<file path="src/logic/pwg_params.svh">
// Purpose: constants for the pwm generator counter and fault block
// Assumes: included by the package and the design
// Notes: widths sized for a 16-bit counter
`ifndef PWG_PARAMS_SVH
`define PWG_PARAMS_SVH
`define PWG_CNT_W 16
`define PWG_MINPER_W 16
`define PWG_NFAULT 4
`define PWG_NDCMP 8
`define PWG_RST_LOAD 16'h0000
`define PWG_RST_CMP 16'h0000
`define PWG_RST_DB 12'h000
`define PWG_DB_W 12
`endif

</file>
<file path="src/logic/pwg_pkg.sv">
// Purpose: types for the pwm generator counter and fault block
// Assumes: pwg_params.svh holds the numbers
// Notes: sync-timing selection shared by mode and dead-band changes
`include "pwg_params.svh"
package pwg_pkg;
   typedef enum logic [1:0] {
      pwg_sync_none,
      pwg_sync_local,
      pwg_sync_global
   } pwg_sync_e;
   typedef enum logic {
      pwg_cnt_down,
      pwg_cnt_updown
   } pwg_cntmode_e;
   typedef enum logic {
      pwg_dir_down,
      pwg_dir_up
   } pwg_dir_e;
endpackage : pwg_pkg

</file>
<file path="src/logic/pwg_gen.sv">
// Purpose: one pwm generator timer/counter with deferred updates and fault logic
// Assumes: pwm_tick is the divided pwm clock enable; inputs synchronous to clock
// Notes: configuration arrives as a one-cycle cfg_wr strobe with the mode ports
// Functional notes
// - down mode counts load to zero, reloads
// - up/down mode counts zero-load-zero repeatedly
// - sync mode holds period/width until sync
// - global sync updates many generators together
// - non-sync mode applies without sync event
// - pending period/width transfer only at zero
// - debug pause: count to zero, hold
// - debug run: keep counting when halted
// - new configuration clears enable for one cycle, then it follows gen_enable
// - mode change timing: none, local, global
// - dead-band change timing: none, local, global
// - faults latched or follow inputs
// - minimum fault period stretches fault signal
// - fault request held during minimum period
// - minimum period in pwm clocks, when enabled
// - per-input programmable fault sense
// - extended or single fault source select
// - disable stops counter advancing
// - enable lets counter advance
// - latched triggers held until software clears
// - single uses input zero; extended ORs triggers
// - status shows live or latched triggers
`timescale 1ns/1ps
module pwg_gen
   import pwg_pkg::*;
#(
   parameter int CNT_W = `PWG_CNT_W,
   parameter int MINPER_W = `PWG_MINPER_W,
   parameter int NFAULT = `PWG_NFAULT,
   parameter int NDCMP = `PWG_NDCMP,
   parameter int DB_W = `PWG_DB_W
) (
   input wire logic clock, // system clock
   input wire logic sys_rst, // synchronous reset, active high
   input wire logic pwm_tick, // one-cycle pwm clock enable
   input wire logic cfg_wr, // configuration write strobe
   input wire logic cfg_count_updown, // 1 up/down, 0 down
   input wire logic cfg_update_sync, // 1 synchronous parameter update
   input wire logic debug_halt_keep_running, // 1 keep counting on halt
   input wire logic debug_halt_pause_at_zero, // 1 pause at zero on halt
   input wire logic [1:0] cfg_mode_sync, // count-mode change timing
   input wire logic deadtime_change_unsynced, // dead-band timing none, not read; none applies when local and global are both low
   input wire logic deadtime_change_local_sync, // dead-band timing local
   input wire logic deadtime_change_global_sync, // dead-band timing global
   input wire logic fault_follow_input, // 1 unlatched faults
   input wire logic fault_min_duration_on, // minimum fault period on
   input wire logic fault_min_duration_off, // minimum fault period off
   input wire logic fault_source_extended, // extended fault sources
   input wire logic fault_source_single, // single fault input zero
   input wire logic gen_enable, // counter enable level
   input wire logic load_wr, // period write strobe
   input wire logic [CNT_W-1:0] load_wdata, // period value
   input wire logic cmpa_wr, // width a write strobe
   input wire logic cmpb_wr, // width b write strobe
   input wire logic [CNT_W-1:0] cmp_wdata, // width value
   input wire logic db_wr, // dead-band write strobe
   input wire logic [DB_W-1:0] db_rise_wdata, // rising delay
   input wire logic [DB_W-1:0] db_fall_wdata, // falling delay
   input wire logic global_sync_req, // module-level sync request
   input wire logic cpu_halted, // processor halted by debugger
   input wire logic fcfg_wr, // fault config write strobe
   input wire logic [MINPER_W-1:0] minper_wdata, // minimum fault period
   input wire logic [NFAULT-1:0] fault_input_active_high, // 1 high, 0 low
   input wire logic trig_wr, // trigger select write strobe
   input wire logic trig_group, // 0 fault inputs, 1 comparators
   input wire logic [NDCMP-1:0] trig_wdata, // trigger select bits
   input wire logic fclr_wr, // fault clear strobe
   input wire logic fclr_group, // 0 fault inputs, 1 comparators
   input wire logic [NDCMP-1:0] fclr_bits, // triggers to clear
   input wire logic [NFAULT-1:0] fault_in, // external fault inputs
   input wire logic [NDCMP-1:0] dcmp_in, // comparator trigger inputs
   input wire logic stat_group, // status group select
   output logic [NDCMP-1:0] fault_status, // trigger status
   output logic [CNT_W-1:0] count, // counter value
   output logic count_dir_up, // counting up
   output logic [CNT_W-1:0] cmpa_act, // active width a
   output logic [CNT_W-1:0] cmpb_act, // active width b
   output logic [CNT_W-1:0] load_act, // active period
   output logic [DB_W-1:0] db_rise_act, // active rising delay
   output logic [DB_W-1:0] db_fall_act, // active falling delay
   output logic fault_active, // generator fault signal
   output logic fault_irq, // generator fault request
   output logic running // counter enabled
);
   localparam logic [CNT_W-1:0] ZERO = '0;
   logic [CNT_W-1:0] cnt_r, cnt_nxt;
   pwg_dir_e dir_r, dir_nxt;
   logic en_r;
   pwg_cntmode_e mode_r, mode_pend_r;
   logic mode_pend_v_r;
   pwg_sync_e mode_sync_r, db_sync_r;
   logic upd_sync_r, dbg_run_r;
   logic latch_r, minper_en_r, ext_r;
   logic [CNT_W-1:0] load_r, load_pend_r;
   logic [CNT_W-1:0] cmpa_r, cmpa_pend_r;
   logic [CNT_W-1:0] cmpb_r, cmpb_pend_r;
   logic par_pend_r, par_armed_r;
   logic [DB_W-1:0] dbr_r, dbr_pend_r;
   logic [DB_W-1:0] dbf_r, dbf_pend_r;
   logic db_pend_r, db_armed_r, mode_armed_r, gsync_r;
   logic [MINPER_W-1:0] minper_r, fcnt_r;
   logic [NFAULT-1:0] sense_r;
   logic [NFAULT-1:0] fsel_r;
   logic [NDCMP-1:0] dsel_r;
   // latched trigger bits
   logic [NFAULT-1:0] flat_r;
   logic [NDCMP-1:0] dlat_r;
   logic fhold_r;

   // mode field decodes
   wire pwg_sync_e mode_sync_dec = (cfg_mode_sync == 2'h2) ? pwg_sync_global :
      (cfg_mode_sync == 2'h1) ? pwg_sync_local : pwg_sync_none;
   wire pwg_sync_e db_sync_dec = deadtime_change_global_sync ? pwg_sync_global :
      deadtime_change_local_sync ? pwg_sync_local : pwg_sync_none;
   wire dbg_run_dec = debug_halt_keep_running & ~debug_halt_pause_at_zero;
   wire minper_dec = fault_min_duration_on & ~fault_min_duration_off;
   wire ext_dec = fault_source_extended & ~fault_source_single;
   wire pwg_cntmode_e cntmode_dec = cfg_count_updown ? pwg_cnt_updown : pwg_cnt_down;

   // counter stepping
   // debug pause only bites once the count sits at zero
   wire halt_hold = cpu_halted & ~dbg_run_r & (cnt_r == ZERO);
   wire step = en_r & pwm_tick & ~halt_hold;
   wire at_zero = (cnt_r == ZERO);
   wire zero_evt = step & at_zero;
   wire gsync_seen = gsync_r | global_sync_req;
   // sync decisions
   // sync mode needs a global request, unsynced takes any zero
   wire par_go = zero_evt & par_pend_r & (~upd_sync_r | par_armed_r | gsync_seen);
   wire mode_go = zero_evt & mode_pend_v_r &
      ((mode_sync_r == pwg_sync_none) | (mode_sync_r == pwg_sync_local) |
       (mode_armed_r | gsync_seen));
   // unsynced dead-band skips the zero step entirely
   wire db_now = db_pend_r & (db_sync_r == pwg_sync_none);
   wire db_go = db_now | (zero_evt & db_pend_r &
      ((db_sync_r == pwg_sync_local) | db_armed_r | gsync_seen));
   wire pwg_cntmode_e mode_use = mode_go ? mode_pend_r : mode_r;
   wire [CNT_W-1:0] load_use = par_go ? load_pend_r : load_r;
   // unsynced mode change lands at once only while stopped
   wire mode_none_now = mode_pend_v_r & (mode_sync_r == pwg_sync_none) & ~en_r;

   // next count and direction
   always_comb begin
      cnt_nxt = cnt_r;
      dir_nxt = dir_r;
      if (step) begin
         if (mode_use == pwg_cntmode_e'(pwg_cnt_down)) begin
            dir_nxt = pwg_dir_down;
            cnt_nxt = at_zero ? load_use : cnt_r - 1'b1;
         end else if (at_zero) begin
            dir_nxt = pwg_dir_up;
            cnt_nxt = (load_use == ZERO) ? ZERO : cnt_r + 1'b1;
         end else if (dir_r == pwg_dir_up) begin
            // up/down turns at the active period
            if (cnt_r >= load_r) begin
               dir_nxt = pwg_dir_down;
               cnt_nxt = cnt_r - 1'b1;
            end else begin
               cnt_nxt = cnt_r + 1'b1;
            end
         end else begin
            cnt_nxt = cnt_r - 1'b1;
         end
      end
   end

   // count and direction registers
   always_ff @(posedge clock) begin
      if (sys_rst) begin
         cnt_r <= ZERO;
         dir_r <= pwg_dir_down;
      end else begin
         cnt_r <= cnt_nxt;
         dir_r <= dir_nxt;
      end
   end

   // configuration and enable
   always_ff @(posedge clock) begin
      if (sys_rst) begin
         en_r <= 1'b0;
         mode_r <= pwg_cnt_down;
         mode_pend_r <= pwg_cnt_down;
         mode_pend_v_r <= 1'b0;
         mode_sync_r <= pwg_sync_none;
         db_sync_r <= pwg_sync_none;
         upd_sync_r <= 1'b0;
         dbg_run_r <= 1'b0;
         latch_r <= 1'b0;
         minper_en_r <= 1'b0;
         ext_r <= 1'b0;
      end else if (cfg_wr) begin
         en_r <= 1'b0;
         mode_pend_r <= cntmode_dec;
         mode_pend_v_r <= 1'b1;
         mode_sync_r <= mode_sync_dec;
         db_sync_r <= db_sync_dec;
         upd_sync_r <= cfg_update_sync;
         dbg_run_r <= dbg_run_dec;
         latch_r <= ~fault_follow_input;
         minper_en_r <= minper_dec;
         ext_r <= ext_dec;
      end else begin
         // enable follows its level one cycle late
         en_r <= gen_enable;
         if (mode_go | mode_none_now) begin
            mode_r <= mode_pend_r;
            mode_pend_v_r <= 1'b0;
         end
      end
   end

   // pending period and width, armed by a global request
   always_ff @(posedge clock) begin
      if (sys_rst) begin
         load_r <= `PWG_RST_LOAD;
         load_pend_r <= `PWG_RST_LOAD;
         cmpa_r <= `PWG_RST_CMP;
         cmpa_pend_r <= `PWG_RST_CMP;
         cmpb_r <= `PWG_RST_CMP;
         cmpb_pend_r <= `PWG_RST_CMP;
         par_pend_r <= 1'b0;
         par_armed_r <= 1'b0;
         mode_armed_r <= 1'b0;
         gsync_r <= 1'b0;
      end else begin
         if (load_wr) begin
            load_pend_r <= load_wdata;
         end
         if (cmpa_wr) begin
            cmpa_pend_r <= cmp_wdata;
         end
         if (cmpb_wr) begin
            cmpb_pend_r <= cmp_wdata;
         end
         if (par_go) begin
            load_r <= load_pend_r;
            cmpa_r <= cmpa_pend_r;
            cmpb_r <= cmpb_pend_r;
         end
         // new writes win over the transfer that clears pending
         par_pend_r <= (load_wr | cmpa_wr | cmpb_wr) | (par_pend_r & ~par_go);
         par_armed_r <= par_pend_r & ~par_go & (par_armed_r | global_sync_req);
         mode_armed_r <= mode_pend_v_r & ~mode_go & (mode_armed_r | global_sync_req);
         // a request one cycle ahead of the zero step still counts
         gsync_r <= global_sync_req & ~zero_evt;
      end
   end

   // dead-band values
   always_ff @(posedge clock) begin
      if (sys_rst) begin
         dbr_r <= `PWG_RST_DB;
         dbf_r <= `PWG_RST_DB;
         dbr_pend_r <= `PWG_RST_DB;
         dbf_pend_r <= `PWG_RST_DB;
         db_pend_r <= 1'b0;
         db_armed_r <= 1'b0;
      end else begin
         if (db_wr) begin
            dbr_pend_r <= db_rise_wdata;
            dbf_pend_r <= db_fall_wdata;
         end
         if (db_go) begin
            dbr_r <= dbr_pend_r;
            dbf_r <= dbf_pend_r;
         end
         db_pend_r <= db_wr | (db_pend_r & ~db_go);
         db_armed_r <= db_pend_r & ~db_go & (db_armed_r | global_sync_req);
      end
   end

   // fault triggers
   wire [NFAULT-1:0] fault_adj = ~(fault_in ^ sense_r);
   // single source listens to input zero alone
   wire [NFAULT-1:0] fsel_use = ext_r ? fsel_r : {{(NFAULT-1){1'b0}}, 1'b1};
   wire [NDCMP-1:0] dsel_use = ext_r ? dsel_r : '0;
   wire [NFAULT-1:0] ftrig = fault_adj & fsel_use;
   wire [NDCMP-1:0] dtrig = dcmp_in & dsel_use;
   wire [NFAULT-1:0] fclr_f = (fclr_wr & ~fclr_group) ? fclr_bits[NFAULT-1:0] : '0;
   wire [NDCMP-1:0] fclr_d = (fclr_wr & fclr_group) ? fclr_bits : '0;
   // latched view also passes a live trigger, no cycle lost
   wire [NFAULT-1:0] fview = latch_r ? (flat_r | ftrig) : ftrig;
   wire [NDCMP-1:0] dview = latch_r ? (dlat_r | dtrig) : dtrig;
   wire fault_raw = |fview | |dview;
   wire fcnt_run = fcnt_r != '0;

   always_ff @(posedge clock) begin
      if (sys_rst) begin
         sense_r <= '0;
         minper_r <= '0;
         fsel_r <= '0;
         dsel_r <= '0;
         flat_r <= '0;
         dlat_r <= '0;
         fcnt_r <= '0;
         fhold_r <= 1'b0;
      end else begin
         if (fcfg_wr) begin
            sense_r <= fault_input_active_high;
            minper_r <= minper_wdata;
         end
         if (trig_wr & ~trig_group) begin
            fsel_r <= trig_wdata[NFAULT-1:0];
         end
         if (trig_wr & trig_group) begin
            dsel_r <= trig_wdata;
         end
         // a live trigger wins over a clear in the same cycle
         flat_r <= ftrig | (flat_r & ~fclr_f);
         dlat_r <= dtrig | (dlat_r & ~fclr_d);
         // timer reloads while the fault stands, runs down on ticks
         if (fault_raw & minper_en_r) begin
            fcnt_r <= minper_r;
            fhold_r <= minper_r != '0;
         end else if (fcnt_run & pwm_tick) begin
            fcnt_r <= fcnt_r - 1'b1;
            fhold_r <= fcnt_r != {{(MINPER_W-1){1'b0}}, 1'b1};
         end else if (~minper_en_r) begin
            fcnt_r <= '0;
            fhold_r <= 1'b0;
         end
      end
   end

   assign fault_active = fault_raw | (minper_en_r & fhold_r);
   assign fault_irq = fault_active;
   assign fault_status = stat_group ? dview : {{(NDCMP-NFAULT){1'b0}}, fview};
   // status and settings straight from registers
   assign count = cnt_r;
   assign count_dir_up = (dir_r == pwg_dir_up);
   assign cmpa_act = cmpa_r;
   assign cmpb_act = cmpb_r;
   assign load_act = load_r;
   assign db_rise_act = dbr_r;
   assign db_fall_act = dbf_r;
   assign running = en_r;
endmodule : pwg_gen

</file>
<file path="config.mk">
export PLATFORM = sky130hd
export DESIGN_NAME = pwg_gen
export DESIGN_NICKNAME = d
export VERILOG_FILES = /design/src/logic/pwg_pkg.sv /design/src/logic/pwg_gen.sv
export VERILOG_INCLUDE_DIRS = /design/src /design/src/logic
export SDC_FILE = /design/constraint.sdc
export NUM_CORES = 1
export LEC_CHECK = 0
export ABC_AREA = 1
export BUFFER_PORTS_ARGS = -buffer_cell sky130_fd_sc_hd__clkbuf_2
export CAP_MARGIN = 20
export CORE_MARGIN = 2
export CORE_UTILIZATION = 55
export DETAILED_ROUTE_END_ITERATION = 16
export GPL_TIMING_DRIVEN = 0
export HOLD_SLACK_MARGIN = 0.05
export PLACE_DENSITY = 0.8
export RECOVER_POWER = 50
export SYNTH_ARGS = -nofsm -noshare
export SYNTH_HDL_FRONTEND = slang
export SYNTH_SLANG_ARGS = --single-unit
</file>
<file path="constraint.sdc">
create_clock -name clock -period 2.88 [get_ports clock]
set_clock_uncertainty 0.1 [all_clocks]
set_input_delay 0.576 -clock clock [delete_from_list [all_inputs] [get_ports clock]]
set_output_delay 0.576 -clock clock [all_outputs]
set_load 0.02 [all_outputs]
</file>
* Word level (Yosys, flattened, before mapping)
Cells that the tools add are included.
Widths: inputs -> output; s select.
** Operators by class
- Muxes and demuxes :: 32
- Reductions and logical operators :: 11
- Order comparisons :: 1
- Add/subtract/negate cells :: 3
- Equality and inequality tests :: 6
- Bitwise gates (word level) :: 77
** Operators by type and width (count)
- $mux 16 :: 10
- $logic_not 16->1 :: 2
- $mux 8 :: 4
- $reduce_bool 16->1 :: 2
- $sub 16x1->16 const B :: 2
- $and 1x1->1 :: 31
- $or 1x1->1 :: 19
- $add 16x1->16 const B :: 1
- $and 8x8->8 :: 2
- $ge 16x16->1 :: 1
- $ne 16x1->1 const B :: 1
- $or 8x8->8 :: 2
- $not 1->1 :: 15
- $mux 1 :: 13
- $mux 4 :: 3
- $and 4x4->4 :: 2
- $not 4->4 :: 2
- $not 8->8 :: 1
- $or 4x4->4 :: 2
- $reduce_or 8->1 :: 1
- $eq 2x1->1 const B :: 3
- $logic_not 2->1 :: 2
- $mux 2 :: 2
- $reduce_or 4->1 :: 1
- 6 further kinds :: 6
** Storage, ports and cells
- Flip-flop bits (word level) :: 241
- Logic and storage cells :: 167
- Output and inout port bits :: 100

* Logic depth before layout (Yosys ltp)
Gate-level depths: netlist (run 1).
- Word-level depth :: 13
- Gate-level depth with buffers :: 18
- Gate-level depth less buffers :: 18

* Least setup slack after synthesis (run 1)
Ideal clock, no wire load.
- Path type :: in2out
- From :: input fault_in[0]
- To :: output fault_irq
- Stages on the path :: 9
- Path buffers :: 1
- Setup slack :: 420 ps
- Required time :: 2204 ps
- Arrival :: 1784 ps
- Path through :: nand2_1 inv_1 o21ai_0 nand4_1 nor3_1 nand2_1 inv_1 o21ai_0 buf_4
** On the way
- Longest elaborated chain between the ends :: 8
** RTL lines
- start: declaration :: line pwg_gen.sv:74 : input wire logic [NFAULT-1:0] fault_in,
- $xor 4x4->4 (*) :: line pwg_gen.sv:278 : wire [NFAULT-1:0] fault_adj = ~(fault_in ^ sense_r);
- $not 4->4 (*) :: line pwg_gen.sv:278
- $and 4x4->4 (*) :: line pwg_gen.sv:282 : wire [NFAULT-1:0] ftrig = fault_adj & fsel_use;
- $or 4x4->4 :: line pwg_gen.sv:287 : wire [NFAULT-1:0] fview = latch_r ? (flat_r | ftrig) : ftrig;
- $mux 4 (*) :: line pwg_gen.sv:287
- $reduce_or 4->1 (*) :: line pwg_gen.sv:289 : wire fault_raw = |fview | |dview;
- $or 1x1->1 (*) :: line pwg_gen.sv:289
- $or 1x1->1 (*) :: line pwg_gen.sv:330 : assign fault_active = fault_raw | (minper_en_r & fhold_r);
- end: declaration :: line pwg_gen.sv:86 : output logic fault_irq,
Every way passes the cells marked *; elsewhere a longest branch is shown, timed or not.

* Worst setup path in the final report (run 1)
- From :: register ext_r
- To :: output fault_irq
** On the way
- Longest elaborated chain between the ends :: 7
- Elaborated cells on any way between the ends :: 12
- Classes of those cells :: mux: 4; bitwise: 6; reduce/logical: 2
** RTL lines
- start: declaration :: line pwg_gen.sv:97 : logic latch_r, minper_en_r, ext_r;
- start signal: assignment :: line pwg_gen.sv:206 : ext_r <= ext_dec;
- $mux 8 or $mux 4 (tied branches) :: line pwg_gen.sv:281, pwg_gen.sv:280
- $and 8x8->8 or $and 4x4->4 (tied branches) :: line pwg_gen.sv:283, pwg_gen.sv:282
- $or 8x8->8 or $or 4x4->4 (tied branches) :: line pwg_gen.sv:288, pwg_gen.sv:287
- $mux 8 or $mux 4 (tied branches) :: line pwg_gen.sv:288, pwg_gen.sv:287
- $reduce_or 8->1 or $reduce_or 4->1 (tied branches) :: line pwg_gen.sv:289
- $or 1x1->1 (*) :: line pwg_gen.sv:289
- $or 1x1->1 (*) :: line pwg_gen.sv:330
Marks and branches as above.

==> metrics.md, run 1 <==
| Metric | Value |
|---|---|
| Status | `completed` |
| Share of cells above drive strength 1 | `15.6%` |
| CTS sink cnt | `241` |
| Die width | `146 microns` |
| Crit path kind | `reg -> out` |
| WP data arrival | `2100 ps` |
| Nets | `1,939` |
| CP max stage cell | `dfxtp_4` |
| Post-synth ARST share | `0%` |
| Post-synthesis instance area | `11,000 sq um` |
| Non-Filler Instances | `2,065` |
| Vias per cell | `5.38` |
| First-pass GRT wire length | `52.5 mm` |
| CTS tree | `yes` |
| Critical path, cell by cell | `buf_12 -> nand3_2 -> nand2_1 -> inv_1 -> nand4_1 -> nor4_2 -> nand2_1 -> inv_2 -> o21ai_2 -> buf_4 -> buf_4` |
| Floorplan row count | `51` |
| Overflow left after global routing | `0` |
| Area Growth Syn to Fin | `21.4%` |
| Mapped Nets | `1,673` |
| Via Count | `11,100` |
| Largest net degree at the start of global routing | `14` |
| Measured slew at the worst slew-check pin | `720 ps` |
| Most used DFF post-synth | `dfxtp_1` |
| Remaining DRCs | `0` |
| Clk slew on worst S/H paths | `60 ps` |
| Routed Antenna Nets | `0` |
| Max Slew Vio Count | `0` |
| IO buf count | `233` |
| Mapped Cells | `1,517` |
| Overall die area | `21,200 sq um` |
| Setup violators final | `0` |
| HPWL after detailed placement | `24.8 mm` |
| RSZ-0062 raised after global routing | `false` |
| Worst Path Required | `2200 ps` |
| Peak supply drop | `0.547 mV` |
| Final setup TNS | `0 ps` |
| 1st-iter DRT viols | `1,014` |
| Vias in the first global route | `10,400` |
| Yosys reg bits | `241` |
| Core Area | `19,600 sq um` |
| Yosys cell types | `52` |
| Cells on worst reg2reg path | `14` |
| Slowest cell delay on critical path | `370 ps` |
| Die height | `146 microns` |
| Final wirelength | `33.3 mm` |
| R2r startpoint | `count[13]$_SDFFE_PP0N_` |
| Final Hold Fails | `0` |
| Worst setup EP type | `output port` |
| Number of synthesized flops with an enable pin | `0` |
| R2R Setup Slk | `130 ps` |
| Top Ports | `235` |
| MaxCap Viol Count | `0` |
| Flop pwr share | `41.6%` |
| Initial Utilization | `56.2%` |
| Crit Path Max Fanout | `5` |
| Reg2reg end | `count[10]$_SDFFE_PP0N_` |
| Psw | `0.00293 W` |
| Critical path destination | `fault_irq` |
| Initial antenna violation count | `1` |
| Hold Path Class | `in -> reg` |
| Switching Share | `31.9%` |
| Pwr dens | `686 nW/um^2` |
| Combinational share of power | `24.1%` |
| Worst skew pair latency | `520 ps` |
| Worst Setup SP | `ext_r$_SDFFE_PP0P_` |
| CTS root buf | `clkbuf_16` |
| Min Clock Period, post-route | `2770 ps` |
| Pint | `0.00624 W` |
| F_max | `361 MHz` |
| Final core occ | `68.3%` |
| CTS Buf Count | `25` |
| CTS Hold Bufs | `0` |
| Dpl cells | `2,015` |
| Warnings, synthesis | `0` |
| Pleak | `6.10 nW` |
| Syn avg cell area | `7.26 sq um` |
| Clock Power Share | `34.4%` |
| Worst rel slew slack | `52.0%` |
| Final period util | `96.2%` |
| Wire per inst | `16.1 microns` |
| First-pass detailed-route iteration total | `5` |
| GP Congestion | `0.963` |
| Total track usage | `30.1%` |
| Worst slack at placement | `-266 ps` |
| Clk buf depth | `3` |
| Worst setup SP type | `register` |
| Register area share after synthesis | `43.8%` |
| Maximum level of the CTS H-tree | `1` |
| Worst Slack Setup Final | `108 ps` |
-- cell type report --
cell class,count,area [sq um]
inverter,177,666
sequential,241,4830
clock buffer,35,693
fill,1767,6220
multi-input combinational,1031,5280
buffer,68,340
tap,265,332
timing repair buffer,239,1130
clock inverter,8,97.6
antenna,1,2.50
-- worst min path at each step --
stage / startpoint / endpoint / slack, ps / depth (start not counted)
global placement: cmpa_act[13]$_SDFFE_PP0N_ / cmpa_act[13]$_SDFFE_PP0N_ / 330 / 2
global route: gen_enable / running$_SDFF_PP0_ / 160 / 3
CTS: debug_halt_pause_at_zero / dbg_run_r$_SDFFE_PP0P_ / 160 / 2
finish: debug_halt_pause_at_zero / dbg_run_r$_SDFFE_PP0P_ / 160 / 2
detailed placement: cmpa_act[3]$_SDFFE_PP0N_ / cmpa_act[3]$_SDFFE_PP0N_ / 340 / 2
floorplan: fsel_r[0]$_SDFFE_PP0P_ / fsel_r[0]$_SDFFE_PP0P_ / 330 / 2
-- layout by cell type, fill, tap and decap left out, types with 9 or more instances in the layout --
master / Yosys / final
nor2_1: 297 / 297
dfxtp_1: 241 / 238
o21ai_0: 213 / 209
nand2_1: 182 / 181
clkbuf_2: 0 / 156
inv_1: 160 / 155
clkbuf_1: 52 / 136
a21oi_1: 114 / 114
nand3_1: 49 / 42
clkbuf_16: 0 / 26
xor2_1: 24 / 24
ha_1: 21 / 20
inv_2: 11 / 16
nand4_1: 13 / 13
nor3_1: 11 / 11
nand3_2: 4 / 10
a31oi_1: 10 / 10
o221ai_1: 10 / 10
nor4_1: 10 / 9
-- Yosys cell counts, drive strengths merged (6+ instances only) --
cell type  instances  area, sq um
xor2              24          210
nand4             14          103
nor2             305         1220
a21oi            114          571
buf               16          120
o22ai             10         75.1
nand3             54          303
ha                21          263
clkbuf            52          195
nor3              15          108
nor4              11         75.1
o211ai             7         52.6
o221ai            10         87.6
dfxtp            241         4820
inv              171          642
xnor2              6         52.6
a31oi             10         62.6
clkinv             6         23.8
nand2            190          743
o21ai            223         1140
-- critical path: cells and delay by family (launching register included) --
family	cells	cell delay (ps)
buffers and inverters	5	560
DFF	1	370
AOI/OAI and AO/OA	1	60
and+or+nand+nor	5	560
-- timing repair --
item,CTS,global route
setup buffers,1,4
cloned,0,1
pin swaps,2,4
endpoints found under the setup margin,15,30
gates resized for setup,12,29
hold endpoints to repair,0,0
-- power by group through the flow --
stage / Sequential (W) / Clock (W) / Combinational [W]
6_report: 0.00381 / 0.00315 / 0.00221
5_1_grt: 0.00384 / 0.00333 / 0.00246
4_1_cts: 0.00380 / 0.00318 / 0.00216
3_5_place_dp: 0.00387 / 0 / 0.00212
3_3_place_gp: 0.00386 / 0 / 0.00210
2_1_floorplan: 0.00388 / 0 / 0.00151
-- layer usage --
layer / GRT usage (%) / vias to the layer above / routed length [microns]
met5: 0 / - / 0
met4: 9.31 / 0 / 985
met3: 5.24 / 70 / 3070
met2: 50.0 / 507 / 15300
met1: 40.0 / 5042 / 14000
li1: - / 5488 / -
-- flip-flops by register name (all words and copies together) (netlist names), 12 cells and up --
register,cells
load_pend_r,16
dbr_pend_r,12
db_fall_act,12
db_rise_act,12
cmpb_pend_r,16
cmpa_pend_r,16
dbf_pend_r,12
cmpb_act,16
load_act,16
fcnt_r,16
cmpa_act,16
minper_r,16
count,16
-- kinds of logic after synthesis --
| family | count (synthesis) | synth area share [%] |
|---|---|---|
| flip-flops | 241 | 43.8 |
| AO/OA/AOI/OAI | 387 | 19.0 |
| adder cells (fa/ha/maj) | 21 | 2.38 |
| buffers and inverters | 245 | 8.90 |
| AND/OR/NAND/NOR | 593 | 23.5 |
| XOR/XNOR | 30 | 2.38 |
-- through the flow --
step | power (W) | hold WS, ps | instance area, sq um
2_1_floorplan | 0.00539 | 329 | 11000
3_3_place_gp | 0.00596 | 333 | 12500
3_5_place_dp | 0.00599 | 337 | 12500
4_1_cts | 0.00915 | 156 | 13300
5_1_grt | 0.00963 | 164 | 13400
6_report | 0.00917 | 164 | 13400
(Power assumes the default switching activity.)
==> run 2: changes to the inputs <==
==> constraint.sdc (replaced) <==
create_clock -name clock -period 2.88 [get_ports clock]
set_clock_uncertainty 0.1 [all_clocks]
set_input_delay 0.288 -clock clock [delete_from_list [all_inputs] [get_ports clock]]
set_output_delay 0.288 -clock clock [all_outputs]
set_load 0.02 [all_outputs]
==> metrics.md, run 2 (same netlist as run 1, synthesis figures left out) <==
| Metric | Value |
|---|---|
| Pleak | `6.55 nW` |
| Crit Path Max Fanout | `8` |
| Slowest cell delay on critical path | `460 ps` |
| Max Slew Vio Count | `0` |
| Final wirelength | `37.6 mm` |
| WP data arrival | `3140 ps` |
| First-pass GRT wire length | `59.0 mm` |
| Floorplan row count | `51` |
| Final period util | `96.6%` |
| GP Congestion | `0.963` |
| Wire per inst | `17.2 microns` |
| Top Ports | `235` |
| Pwr dens | `646 nW/um^2` |
| Switching Share | `32.2%` |
| Share of cells above drive strength 1 | `13.1%` |
| Worst setup EP type | `register` |
| First-pass detailed-route iteration total | `5` |
| Commonest non-fill, non-tap cells in the layout | `nor2_1 (297), dfxtp_1 (239), o21ai_0 (211), nand2_1 (180), inv_1 (158)` |
| Crit path buf inv count | `1` |
| CTS sink cnt | `241` |
| R2r startpoint | `count[13]$_SDFFE_PP0N_` |
| Commonest non-fill, non-tap cell in the layout | `nor2_1` |
| Worst Path Required | `3240 ps` |
| Worst Slack Setup Final | `97.6 ps` |
| Dpl cells | `2,015` |
| Die height | `146 microns` |
| Final Hold Fails | `0` |
| Setup violators final | `0` |
| Non-Filler Instances | `2,184` |
| CTS Buf Count | `25` |
| Pint | `0.00634 W` |
| Status | `completed` |
| Worst rel slew slack | `53.2%` |
| Initial antenna violation count | `2` |
| IO buf count | `233` |
| Routed Antenna Nets | `0` |
| Remaining DRCs | `0` |
| Total track usage | `33.9%` |
| Combinational share of power | `25.2%` |
| Critical path, cell by cell | `ha_1 -> a21oi_1 -> nor2_1 -> a211oi_1 -> nand2_1 -> a21oi_1 -> nand3_2 -> nand2_4 -> inv_1 -> nor2_2 -> nand2_1 -> nand2_1 -> nor2_1 -> nor2_1` |
| Met2 wire length | `17.6 mm` |
| Worst slack at placement | `-266 ps` |
| Clk buf depth | `3` |
| CP max stage cell | `dfxtp_2` |
| Flop pwr share | `40.9%` |
| Measured slew at the worst slew-check pin | `702 ps` |
| Worst skew pair latency | `520 ps` |
| CTS root buf | `clkbuf_16` |
| Die width | `146 microns` |
| MaxCap Viol Count | `0` |
| Vias per cell | `5.52` |
| 1st-iter DRT viols | `1,018` |
| Largest net degree at the start of global routing | `14` |
| Overall die area | `21,200 sq um` |
| Area Growth Syn to Fin | `31.4%` |
| Final core occ | `73.9%` |
| R2R Setup Slk | `100 ps` |
| Via Count | `12,100` |
| Nets | `2,057` |
| Maximum level of the CTS H-tree | `1` |
| Vias in the first global route | `11,700` |
| HPWL after detailed placement | `24.8 mm` |
| CTS tree | `yes` |
| Worst Setup SP | `count[13]$_SDFFE_PP0N_` |
| Placed cell areas | `12,500 sq um` |
| Hold Path Class | `in -> reg` |
| DR WL met3 | `3.34 mm` |
| Min Clock Period, post-route | `2780 ps` |
| Final setup TNS | `0 ps` |
| Worst setup SP type | `register` |
| Initial Utilization | `56.2%` |
| F_max | `359 MHz` |
| Design Area, Final | `14,500 sq um` |
| Core Area | `19,600 sq um` |
| Crit path kind | `reg -> reg` |
| Psw | `0.00301 W` |
| Overflow left after global routing | `0` |
| CP top delay family | `simple AND/OR/NAND/NOR gates` |
| Clk slew on worst S/H paths | `60 ps` |
| Peak supply drop | `0.556 mV` |
| Min-Delay Startpoint | `fclr_bits[2]` |
| Clock Power Share | `33.9%` |
| Max layer used | `met4` |
| WL met1 | `14.9 mm` |
[run 2: cell types whose count changed in the layout (fill, tap and decap cells not counted), sizes merged]
cell	delta
clkinvlp	+1
clkbuf	-1
clkinv	-1
buf	-4
diode	+1
dlygate4sd3	+123
[run 2: layer usage]
metal,vias up,global-route usage (%)
li1,5747,-
met1,5512,41.8
met2,672,58.6
met3,131,5.52
met4,0,15.1
met5,-,0
[run 2: final timing paths]
check / end / cells past startpoint
setup reg to reg: count[10]$_SDFFE_PP0N_ / 14
hold / removal: dlat_r[2]$_SDFF_PP0_ / 4
hold reg to reg: cmpa_act[3]$_SDFFE_PP0N_ / 2
setup / recovery: count[10]$_SDFFE_PP0N_ / 14
[run 2: area by class of cell]
| class | count | area (sq um) |
|---|---|---|
| antenna | 2 | 5.00 |
| buffer | 67 | 319 |
| clock buffer | 35 | 693 |
| clock inverter | 8 | 97.6 |
| fill | 1570 | 5110 |
| inverter | 177 | 669 |
| multi-input combinational | 1031 | 5240 |
| sequential | 241 | 4830 |
| tap | 265 | 332 |
| timing repair buffer | 358 | 2300 |
[run 2: per-stage QoR]
step / total power [W] / hold slack [ps]
global placement: 0.00596 / 333
CTS: 0.00927 / 51.8
finish: 0.00935 / 62.5
floorplan: 0.00539 / 291
global route: 0.00978 / 90.7
detailed placement: 0.00599 / 337
[run 2: what timing repair did]
| item | CTS | global route |
|---|---|---|
| hold buffers | 123 | 0 |
| endpoints found under the hold margin | 131 | 0 |
| pin swaps | 0 | 1 |
| resized for setup | 3 | 17 |
| setup endpoints to repair | 13 | 35 |
| setup buffers | 0 | 2 |
[run 2: power groups by stage]
| stage | Combinational (W) | Sequential [W] | Clock, W |
|---|---|---|---|
| 2_1_floorplan | 0.00151 | 0.00388 | 0 |
| 3_3_place_gp | 0.00210 | 0.00386 | 0 |
| 3_5_place_dp | 0.00212 | 0.00387 | 0 |
| 4_1_cts | 0.00228 | 0.00380 | 0.00318 |
| 5_1_grt | 0.00261 | 0.00384 | 0.00333 |
| 6_report | 0.00236 | 0.00382 | 0.00317 |
[run 2: worst reg2reg max path, delay by kind of cell (launching register included)]
kind / cells / cell delay (ps)
and+or+nand+nor: 9 / 1060
adders and majority gates: 1 / 320
buffers and inverters: 1 / 140
AOI/OAI and AO/OA: 3 / 630
DFF: 1 / 460
==> run 3: changes to the inputs <==
--- a/config.mk
+++ b/config.mk
@@ -7,14 +7,16 @@
 export NUM_CORES = 1
 export LEC_CHECK = 0
 export ABC_AREA = 1
-export BUFFER_PORTS_ARGS = -buffer_cell sky130_fd_sc_hd__clkbuf_2
 export CAP_MARGIN = 20
+export CELL_PAD_IN_SITES_DETAIL_PLACEMENT = 1
+export CELL_PAD_IN_SITES_GLOBAL_PLACEMENT = 2
 export CORE_MARGIN = 2
-export CORE_UTILIZATION = 55
+export CORE_UTILIZATION = 35
 export DETAILED_ROUTE_END_ITERATION = 16
+export DONT_BUFFER_PORTS = 1
 export GPL_TIMING_DRIVEN = 0
 export HOLD_SLACK_MARGIN = 0.05
-export PLACE_DENSITY = 0.8
+export PLACE_DENSITY_LB_ADDON = 0.1
 export RECOVER_POWER = 50
 export SYNTH_ARGS = -nofsm -noshare
 export SYNTH_HDL_FRONTEND = slang
==> metrics.md, run 3 (same netlist as run 1, synthesis figures left out) <==
| Metric | Value |
|---|---|
| Total track usage | `24.8%` |
| Core Area | `30,800 sq um` |
| Min Clock Period, post-route | `2720 ps` |
| MaxCap Viol Count | `0` |
| Worst setup EP type | `register` |
| First-pass detailed-route iteration total | `5` |
| Final wirelength | `40.9 mm` |
| IO buf count | `0` |
| Worst setup SP type | `register` |
| Top Ports | `235` |
| Via Count | `11,000` |
| Crit path kind | `reg -> reg` |
| CTS sink cnt | `241` |
| Vias in the first global route | `11,800` |
| Floorplan row count | `64` |
| Final Power | `0.00996 W` |
| Maximum level of the CTS H-tree | `1` |
| Pwr dens | `691 nW/um^2` |
| Final hold slack | `100 ps` |
| CTS tree | `yes` |
| Crit Path Max Fanout | `9` |
| Initial antenna violation count | `1` |
| F_max | `368 MHz` |
| Overflow left after global routing | `0` |
| Commonest non-fill, non-tap cells in the layout | `nor2_1 (297), dfxtp_1 (229), o21ai_0 (210), nand2_1 (178), dlygate4sd3_1 (178)` |
| Slowest cell delay on critical path | `380 ps` |
| CP top delay family | `simple AND/OR/NAND/NOR gates` |
| Crit path buf inv count | `3` |
| Clk slew on worst S/H paths | `60 ps` |
| Vias per cell | `5.13` |
| Die width | `181 microns` |
| Worst Setup SP | `count[0]$_SDFFE_PP0N_` |
| Max Slew Vio Count | `0` |
| Peak supply drop | `0.458 mV` |
| First-pass GRT wire length | `65.1 mm` |
| Worst Slack Setup Final | `163 ps` |
| Overall die area | `32,900 sq um` |
| Largest net degree at the start of global routing | `15` |
| GP Congestion | `0.862` |
| Worst slack at placement | `-551 ps` |
| Design Area, Final | `14,400 sq um` |
| Worst Path Required | `3210 ps` |
| Setup violators final | `0` |
| Filler cells | `3,818` |
| Share of cells above drive strength 1 | `7.99%` |
| Placed cell areas | `11,500 sq um` |
| Status | `completed` |
| 1st-iter DRT viols | `431` |
| Clk buf depth | `3` |
| Worst skew pair latency | `560 ps` |
| Area Growth Syn to Fin | `30.9%` |
| Commonest non-fill, non-tap cell in the layout | `nor2_1` |
| Final Hold Fails | `0` |
| Remaining DRCs | `0` |
| Nets | `1,887` |
| Routed Antenna Nets | `0` |
| Min-Delay Startpoint | `sys_rst` |
| Wire per inst | `19.0 microns` |
| HPWL after detailed placement | `29.0 mm` |
| Final period util | `94.3%` |
| Worst rel slew slack | `44.5%` |
| R2r startpoint | `count[0]$_SDFFE_PP0N_` |
| CTS Buf Count | `29` |
| CP dominant cell by count | `nand2_1` |
| Critical path, cell by cell | `inv_2 -> ha_2 -> nand2_4 -> nor2_1 -> nand2_1 -> nor2_1 -> nand2_1 -> clkinvlp_4 -> nand2_1 -> nand4_1 -> nand2_1 -> o21ai_1 -> inv_1` |
| Initial Utilization | `35.7%` |
| Die height | `181 microns` |
| WP data arrival | `3050 ps` |
| Hold Path Class | `in -> reg` |
| Pleak | `6.27 nW` |
| Measured slew at the worst slew-check pin | `832 ps` |
| CTS root buf | `clkbuf_16` |
| CP max stage cell | `dfxtp_2` |
run 3: cell count changes in the layout (fill, tap and decap cells not counted), sizes merged:
| cell | previous run | this run |
|---|---|---|
| clkbuf | 320 | 97 |
| dlygate4sd3 | 123 | 178 |
| buf | 17 | 21 |
| bufinv | 2 | 3 |
| clkinv | 8 | 7 |
| clkinvlp | 4 | 3 |
| diode | 2 | 1 |
run 3: where the power goes:
group / leakage [nW] / total [W] / internal, W / switching [W]
Clock: 0.492 / 0.00380 / 0.00236 / 0.00144
Combinational: 3.80 / 0.00227 / 0.000863 / 0.00141
Sequential: 1.98 / 0.00389 / 0.00361 / 0.000281
Total: 6.27 / 0.00996 / 0.00684 / 0.00313
run 3: metrics by stage:
stage | instances | TNS [ps] | util (%)
after floorplan | 1517 | 0 | -
after detailed placement | 1913 | -5860 | 37.3
after global placement | 1913 | -5510 | 37.3
final | 2149 | 0 | 46.8
after CTS | 2144 | 0 | 46.5
after global routing | 2148 | -41.1 | 46.8
run 3: path summary, 6_finish.rpt:
kind | cells past startpoint | end | slack [ps]
setup / recovery | 13 | count[11]$_SDFFE_PP0N_ | 160
hold / removal | 2 | load_act[15]$_SDFF_PP0_ | 100
setup reg to reg | 13 | count[11]$_SDFFE_PP0N_ | 160
hold reg to reg | 2 | load_pend_r[15]$_SDFFE_PP0P_ | 350
run 3: worst reg2reg max path: cells and delay by family, from the launching register on:
family | cells | cell delay, ps
buffers and inverters | 3 | 510
AO/OA/AOI/OAI | 1 | 120
flip-flops | 1 | 380
adder cells (fa/ha/maj) | 1 | 240
AND/OR/NAND/NOR | 8 | 1250
run 3: area by class of cell:
| cell class | instances | area (sq um) | area share (%) |
|---|---|---|---|
| Timing Repair Buffer | 183 | 1820 | 12.6 |
| Clock inverter | 6 | 109 | 0.755 |
| Multi-Input combinational cell | 1031 | 5270 | 36.5 |
| Inverter | 177 | 673 | 4.67 |
| Timing Repair inverter | 1 | 5.00 | 0.0347 |
| Antenna cell | 1 | 2.50 | 0.0173 |
| Sequential cell | 241 | 4840 | 33.6 |
| Tap cell | 396 | 495 | 3.43 |
| Buffer | 67 | 325 | 2.26 |
| Clock buffer | 46 | 890 | 6.17 |
run 3: metal layers:
metal / share of wire, % / track usage [%] / vias up / wire length, microns
met2: 47 / 43.0 / 261 / 19300
met3: 6.3 / 5.52 / 55 / 2570
met1: 44 / 31.4 / 5324 / 18200
met5: 0 / 0 / - / 0
met4: 2.1 / 5.95 / 0 / 844
li1: - / - / 5388 / -
run 3: what timing repair did:
| item | 4_1_cts | 5_1_grt |
|---|---|---|
| hold buffers | 178 | 0 |
| endpoints found under the setup margin | 40 | 64 |
| pin swaps | 1 | 2 |
| gates cloned | 0 | 1 |
| resized for setup | 14 | 27 |
| setup buffers | 2 | 3 |
| endpoints found under the hold margin | 134 | 0 |
